File: config.mk
export PLATFORM = sky130hd
export DESIGN_NAME = eeprom_ctl
export DESIGN_NICKNAME = d
export VERILOG_FILES = /design/src/rtl/eeprom_ctl_pkg.sv /design/src/rtl/eeprom_ctl.sv
export VERILOG_INCLUDE_DIRS = /design/src /design/src/rtl
export SDC_FILE = /design/constraint.sdc
export NUM_CORES = 2
export LEC_CHECK = 0
export BUFFER_PORTS_ARGS = -buffer_cell sky130_fd_sc_hd__buf_2
export CAP_MARGIN = 20
export CORE_AREA = 3 3 547 549
export CTS_BUF_LIST = sky130_fd_sc_hd__clkbuf_4 sky130_fd_sc_hd__clkbuf_8
export CTS_CLUSTER_DIAMETER = 120
export DETAILED_ROUTE_END_ITERATION = 10
export DIE_AREA = 0 0 550 552
export PLACE_DENSITY_LB_ADDON = 0.08
export SETUP_SLACK_MARGIN = 0.1
export SLEW_MARGIN = 0
export SYNTH_ARGS = -nofsm -noshare
export SYNTH_HDL_FRONTEND = slang
export SYNTH_SLANG_ARGS = --single-unit
File: constraint.sdc
create_clock -name core_clk -period 3.7 [get_ports core_clk]
set_input_delay 0.185 -clock core_clk [delete_from_list [all_inputs] [get_ports core_clk]]
set_output_delay 0.185 -clock core_clk [all_outputs]
set_load 0.02 [all_outputs]
File: src/rtl/eeprom_ctl_consts.svh
// Purpose: constants for the data array access control block
// Assumes: byte-wide special register port of the processor core
// Notes:   offsets are the register file addresses of the core
`ifndef EEPROM_CTL_CONSTS_SVH
`define EEPROM_CTL_CONSTS_SVH
`define ADDR_DATA_REG    8'h9A
`define ADDR_ADDRESS_REG 8'h9B
`define ADDR_CONTROL_REG 8'h9C
`define ADDR_UNLOCK_KEY  8'h9D
`define BIT_RD           0
`define BIT_WR           1
`define BIT_PERMIT       2
`define BIT_ABORT        3
`define KEY_FIRST        8'h55
`define KEY_SECOND       8'hAA
`define KEY_WINDOW       3'h2
`define WRITE_TIME_NS    4000000
`define CLK_PERIOD_NS    4
`define WRITE_CYCLES     (`WRITE_TIME_NS / `CLK_PERIOD_NS)
`endif

File: src/rtl/eeprom_ctl_pkg.sv
// Purpose: types for the data array access control block
// Assumes: constants live in eeprom_ctl_consts.svh
// Notes:   none
`default_nettype none
package eeprom_ctl_pkg;
    typedef enum logic [2:0] {
        ST_IDLE  = 3'b001,
        ST_ERASE = 3'b010,
        ST_PROG  = 3'b100
    } wr_state_e;
    typedef struct packed {
        logic       wr;
        logic       rd;
        logic [7:0] addr;
        logic [7:0] wdata;
    } sfr_req_s;
endpackage
`default_nettype wire

File: src/rtl/eeprom_ctl.sv
// Purpose: register control for a byte-wide on-chip data array
// Assumes: one core register access per cycle, addresses are core file addresses
// Notes:   array storage is held here as a register array
`timescale 1ns/1ps
`default_nettype none
`include "eeprom_ctl_consts.svh"

module eeprom_ctl #(
    parameter int unsigned WRITE_CYCLES = `WRITE_CYCLES,
    parameter bit          LARGE        = 1'b1
) (
    input  wire logic                    core_clk,
    input  wire logic                    rst,
    input  wire logic                    por,
    input  wire logic                    abort_reset,
    input  wire eeprom_ctl_pkg::sfr_req_s req,
    output logic [7:0]                   rdata,
    output logic                         write_done_flag,
    input  wire logic                    write_done_clr,
    output logic                         write_busy
);
    // ****************************************
    // state
    // ****************************************
    logic [7:0]  array_q [256];
    logic [7:0]  array_data_reg_q;
    logic [7:0]  array_address_reg_q;
    logic        rd_q;
    logic        permit_q;
    logic        abort_q;
    logic        done_q;
    logic [1:0]  key_step_q;
    logic [2:0]  key_gap_q;
    logic [31:0] timer_q;
    eeprom_ctl_pkg::wr_state_e state_q;

    // ****************************************
    // decode
    // ****************************************
    wire wr_data   = req.wr && req.addr == `ADDR_DATA_REG;
    wire wr_adr    = req.wr && req.addr == `ADDR_ADDRESS_REG;
    wire wr_ctl    = req.wr && req.addr == `ADDR_CONTROL_REG;
    wire wr_key    = req.wr && req.addr == `ADDR_UNLOCK_KEY;
    wire busy      = state_q != eeprom_ctl_pkg::ST_IDLE;
    wire unlocked  = key_step_q == 2'h2 && key_gap_q == `KEY_WINDOW;
    wire wr_start  = wr_ctl && req.wdata[`BIT_WR] && !busy
                     && permit_q && unlocked;
    wire rd_start  = wr_ctl && req.wdata[`BIT_RD] && !busy;
    wire timer_end = timer_q == 32'h0;
    wire [7:0] eff_addr = LARGE ? array_address_reg_q
                                : {1'b0, array_address_reg_q[6:0]};
    wire [7:0] ctl_val = {4'h0, abort_q, permit_q, busy, rd_q};

    // register read mux, key port reads zero
    always_comb begin
        case (req.addr)
            `ADDR_DATA_REG:    rdata = array_data_reg_q;
            `ADDR_ADDRESS_REG: rdata = array_address_reg_q;
            `ADDR_CONTROL_REG: rdata = ctl_val;
            default:           rdata = 8'h00;
        endcase
    end
    assign write_done_flag = done_q;
    assign write_busy      = busy;

    // ****************************************
    // unlock detector
    // ****************************************
    // a 55h write always restarts the sequence; an AAh write is
    // taken only at the exact gap, any other key or control write
    // drops back to the start so a stray store cannot arm a write
    always_ff @(posedge core_clk) begin
        if (rst) begin
            key_step_q <= 2'h0;
            key_gap_q  <= 3'h0;
        end else if (wr_key && req.wdata == `KEY_FIRST) begin
            key_step_q <= 2'h1;
            key_gap_q  <= 3'h0;
        end else if (wr_key && key_step_q == 2'h1 && req.wdata == `KEY_SECOND
                     && key_gap_q == `KEY_WINDOW) begin
            key_step_q <= 2'h2;
            key_gap_q  <= 3'h0;
        end else if (wr_key || wr_ctl || key_gap_q == 3'h7) begin
            key_step_q <= 2'h0;
            key_gap_q  <= 3'h0;
        end else if (key_step_q != 2'h0) begin
            key_gap_q  <= key_gap_q + 3'h1;
        end
    end

    // ****************************************
    // control bits
    // ****************************************
    // power-on clears everything; other resets keep the abort flag
    // and set it when a reset with abort_reset high cuts a timed write short
    always_ff @(posedge core_clk) begin
        if (por) begin
            permit_q <= 1'b0;
            abort_q  <= 1'b0;
            rd_q     <= 1'b0;
        end else if (rst) begin
            permit_q <= 1'b0;
            abort_q  <= abort_q | (abort_reset && busy);
            rd_q     <= 1'b0;
        end else begin
            rd_q <= rd_start;
            if (wr_ctl) begin
                permit_q <= req.wdata[`BIT_PERMIT];
                abort_q  <= req.wdata[`BIT_ABORT];
            end
        end
    end

    // done flag, set wins over clear
    always_ff @(posedge core_clk) begin
        if (rst) begin
            done_q <= 1'b0;
        end else begin
            done_q <= (state_q == eeprom_ctl_pkg::ST_PROG && timer_end)
                      || (done_q && !write_done_clr);
        end
    end

    // ****************************************
    // timed write sequencer
    // ****************************************
    // erase takes half the write time, rounded down, and program the rest; the address
    // register is frozen while busy so both phases hit one location
    always_ff @(posedge core_clk) begin
        if (rst) begin
            state_q <= eeprom_ctl_pkg::ST_IDLE;
            timer_q <= 32'h0;
        end else begin
            case (state_q)
                eeprom_ctl_pkg::ST_IDLE: begin
                    if (wr_start) begin
                        state_q <= eeprom_ctl_pkg::ST_ERASE;
                        timer_q <= WRITE_CYCLES / 2;
                    end
                end
                eeprom_ctl_pkg::ST_ERASE: begin
                    if (timer_end) begin
                        array_q[eff_addr] <= 8'hFF;
                        state_q <= eeprom_ctl_pkg::ST_PROG;
                        timer_q <= WRITE_CYCLES - WRITE_CYCLES / 2;
                    end else begin
                        timer_q <= timer_q - 32'h1;
                    end
                end
                eeprom_ctl_pkg::ST_PROG: begin
                    if (timer_end) begin
                        array_q[eff_addr] <= array_data_reg_q;
                        state_q <= eeprom_ctl_pkg::ST_IDLE;
                    end else begin
                        timer_q <= timer_q - 32'h1;
                    end
                end
                default: state_q <= eeprom_ctl_pkg::ST_IDLE;
            endcase
        end
    end

    // data and address registers, untouched by reset
    // no reset here so software can retry a write cut by reset
    always_ff @(posedge core_clk) begin
        if (!rst && rd_start) begin
            array_data_reg_q <= array_q[eff_addr];
        end else if (!rst && wr_data) begin
            array_data_reg_q <= req.wdata;
        end
        if (!rst && wr_adr && !busy) begin
            array_address_reg_q <= req.wdata;
        end
    end

    // ****************************************
    // checks
    // ****************************************
    rd_lands_a: assert property (@(posedge core_clk) disable iff (rst)
        rd_start |=> array_data_reg_q == $past(array_q[eff_addr]) && rd_q)
        else $error("read data not loaded");
    rd_clears_a: assert property (@(posedge core_clk) disable iff (rst)
        rd_q && !rd_start |=> !rd_q) else $error("read trigger stuck");
    hi_zero_a: assert property (@(posedge core_clk) disable iff (rst)
        req.addr == `ADDR_CONTROL_REG |-> rdata[7:4] == 4'h0)
        else $error("control high bits set");
    key_zero_a: assert property (@(posedge core_clk) disable iff (rst)
        req.addr == `ADDR_UNLOCK_KEY |-> rdata == 8'h00)
        else $error("key port read nonzero");
    no_permit_a: assert property (@(posedge core_clk) disable iff (rst)
        !busy && !permit_q |=> !busy) else $error("write without permit");
    no_key_a: assert property (@(posedge core_clk) disable iff (rst)
        !busy && !unlocked |=> !busy) else $error("write without unlock");
    // reset drops busy without completing a write, so exclude it
    done_set_a: assert property (@(posedge core_clk) disable iff (rst)
        $fell(busy) && !$past(rst) |-> done_q) else $error("done flag not set");
    busy_hold_a: assert property (@(posedge core_clk) disable iff (rst)
        $rose(busy) |=> busy[*8]) else $error("write ended early");
    small_adr_a: assert property (@(posedge core_clk) disable iff (rst)
        !LARGE |-> !eff_addr[7]) else $error("small variant top bit");
endmodule
`default_nettype wire

==> results.json <==
{
  "nFillCells": 28000,
  "critPathRequiredTime_ns": 4.25,
  "synth_area_um2": 82500,
  "place_congestion": 0.782,
  "fin_skew_ns": 0.102,
  "cp-end-kind": "register",
  "place_area_um2": 91900,
  "rsz0062_at_grt": "yes",
  "place_ws_ns": -0.328,
  "ys_types": 69,
  "final_antenna_net_count": 0,
  "crit_path_max_incr_delay_ns": 0.58,
  "yosysTopAreaCellShare_pct": 75.2,
  "area_delta_synth_final_pct": 21.2,
  "async_reset_ff_share_pct": 0,
  "synth_ff_type": "edfxtp_1",
  "crit_end": "array_q[175][3]$_DFFE_PP_",
  "synth_warnings": 0,
  "ys_ff_latch": 2116,
  "numClockSinks": 2116,
  "cp.arrival_ns": 4.07,
  "synth_area_leaders": "edfxtp_1 (75%), mux4_2 (14%), mux2i_1 (1.7%), nor2_1 (1.5%), dfxtp_1 (1.3%)",
  "via_count": 42700,
  "clk_latency_ns": 1.08,
  "start_util_pct": 28.0,
  "p_per_area_nw_per_um2": 479,
  "grt_antenna_before_repair": 9,
  "worst_setup_path_start_kind": "register",
  "path_cells": "or3_4, or4b_4, nor3_4, nand3_4, or3_1, buf_4, or2_4, buf_16",
  "post-dp-hpwl_um": 162000,
  "avgSynthCellArea_um2": 20.6,
  "fin_crit_ns": 3.52,
  "routed_via_density": 4.73,
  "rows": 199,
  "synth_mux_area_share_pct": 15.9,
  "r2r_slack_ns": 0.18,
  "portBuffers": 31,
  "core_area_um2": 294000,
  "num_io_pins": 33,
  "cts_tree": "done",
  "drc_errors": 0,
  "wire_per_inst_um": 27.8,
  "max_clock_freq_mhz": 284,
  "syn_inst": 3994,
  "synthXorXnorAreaFrac_pct": 0.255,
  "design_area_um2": 99900,
  "grt_pass1_wl_um": 355000,
  "cts_buffers": 382,
  "yosys.area.top_type": "edfxtp_1",
  "worst_slack_ns": 0.177,
  "cts_buffer_depth": 4,
  "max-vdd-ir-drop_mv": 0.244,
  "syn_nets": 4021,
  "grt_pass1_vias": 44900,
  "ctsHtreeMaxLevel": 5,
  "synth-simple-area-share_pct": 3.56,
  "die_w_um": 550,
  "min_path_cells": 2,
  "crit_fanout": 132,
  "grt_overflow": 0,
  "critical_path_class": "reg -> reg",
  "fin_total_pwr_mw": 47.8,
  "synth_compound_area_share_pct": 2.53,
  "drive_above_1_share_pct": 34.9,
  "die-area_um2": 304000,
  "drt_wl_total_um": 251000,
  "grt_max_degree": 133,
  "max_cap_violations": 0,
  "slew_violations": 0,
  "path_clk_slew_ns": 0.06,
  "root_buffer": "clkbuf_8",
  "first_pass_iters": 8,
  "setup_tns_ns": 0,
  "worstRegToRegCells": 8,
  "synthAdderAreaFrac_pct": 0.0607,
  "hold_violations": 0,
  "grt_usage_pct": 16.3,
  "final_nets": 4803,
  "p_leak_nw": 31.6,
  "relSlewSlack_pct": 25.7,
  "status": "completed",
  "rr_endpoint": "array_q[175][3]$_DFFE_PP_",
  "hold_ws_ns": 0.121,
  "worst_slew_pin_slew_ns": 1.11,
  "fin_crit_sh_pct": 95.2,
  "timing.rr.start": "timer_q[3]$_SDFFE_PP0P_",
  "drt_iter0_drc": 3524,
  "ys_seq_area_share_pct": 76.4,
  "synth_edf_count": 2064,
  "cp_slowest_cell": "or4b_4",
  "finalSetupViolCount": 0,
  "startpoint": "timer_q[3]$_SDFFE_PP0P_",
  "hold_path.class": "in -> reg",
  "die_y_um": 552,
  "synth_top_family_by_area": "multiplexers"
}
[how the worst min path moves through the flow]
stage,from,to,slack (ns)
finish,req[5],array_address_reg_q[5]$_DFFE_PP_,0.12
global route,req[5],array_address_reg_q[5]$_DFFE_PP_,0.02
CTS,req[3],register,0.006
detailed placement,write_done_clr,write_done_flag$_SDFF_PP0_,0.39
global placement,write_done_clr,write_done_flag$_SDFF_PP0_,0.39
floorplan,por,rd_q$_SDFF_PP0_,0.26
[cell type report]
| type | count | area [um^2] | share of cell area [%] |
|---|---|---|---|
| flip-flops and latches | 2116 | 63000 | 63.1 |
| diodes | 9 | 22.5 | 0.0225 |
| inverters | 15 | 63.8 | 0.0639 |
| multi-input cells | 1635 | 18600 | 18.6 |
| clock inverters | 176 | 1180 | 1.18 |
| well taps | 3919 | 4900 | 4.91 |
| clock buffers | 519 | 6310 | 6.32 |
| repair buffers | 626 | 5860 | 5.86 |
[layer usage]
layer / wire [um] / global-route usage [%] / up-vias / share of wire, %
li1: - / - / 18300 / -
met1: 116000 / 23.4 / 23000 / 46
met2: 119000 / 26.1 / 1008 / 47
met3: 10500 / 2.65 / 323 / 4.2
met4: 5000 / 3.62 / 0 / 2.0
met5: 0 / 0 / - / 0
[stage by stage]
step                std cells  util (%)
finish                   9015      34.0
global route             9010      34.0
CTS                      9003      33.9
detailed placement       8267      31.2
global placement         8267      31.2
floorplan                3994         -
[cells by family (layout without fill, tap and decap cells)]
family,after synthesis,in the layout
flip-flops,2116,2116
multiplexers,665,665
AND/OR/NAND/NOR,642,644
AO/OA/AOI/OAI,298,298
buffers and inverters,245,1336
XOR/XNOR,24,24
adder cells (fa/ha/maj),4,4
other,0,9
[power by group]
| part | internal [mW] | switching (mW) |
|---|---|---|
| combinational | 0.0636 | 0.0878 |
| sequential | 25.9 | 0.000882 |
| clock | 11.8 | 9.97 |
[state kept, by name, indices dropped and copies added, names as in the netlist, 2 cells and up, named ones only]
signal / flops
timer_q: 32
state_q: 3
array_address_reg_q: 8
array_q: 2048
key_gap_q: 3
key_step_q: 2
array_data_reg_q: 8
[critical path, delay by kind of cell, from the launching register on]
family	cells	cell delay [ns]
buffers and inverters	2	0.46
DFF	1	0.33
and+or+nand+nor	6	2.07
[synthesized netlist by cell type, drive strengths merged, types with 14 or more instances]
cell and instances:
mux4 518, nor2 321, clkbuf 130, inv 14, nor3 25, a211oi 14
nand4 14, nor2b 15, a22oi 17, buf 100, edfxtp 2064, o221ai 61
a21oi 66, nand2 133, dfxtp 52, nand3 46, or3 18, xnor2 16
mux2i 140, o21ai 24, o22ai 50
[cell usage in the layout, fill, tap and decap left out, drive strengths merged, types with 36 or more instances in the layout]
master       count
o22ai           50
dlygate4sd3     36
buf            590
dfxtp           52
nor2           321
a21oi           66
nand3           46
edfxtp        2064
mux4           518
o221ai          61
clkinv         150
nand2          133
clkbuf         519
mux2i          140
[timing repair]
| action | 4_1_cts | 5_1_grt |
|---|---|---|
| cloned | 1 | 1 |
| hold buffers | 36 | 0 |
| setup buffers | 4 | 2 |
| resized for setup | 2 | 11 |
| endpoints found under the hold margin | 64 | 0 |
| setup endpoints to repair | 13 | 483 |
| pin swaps | 0 | 3 |
Note: power is estimated with default switching activity, not from simulation.
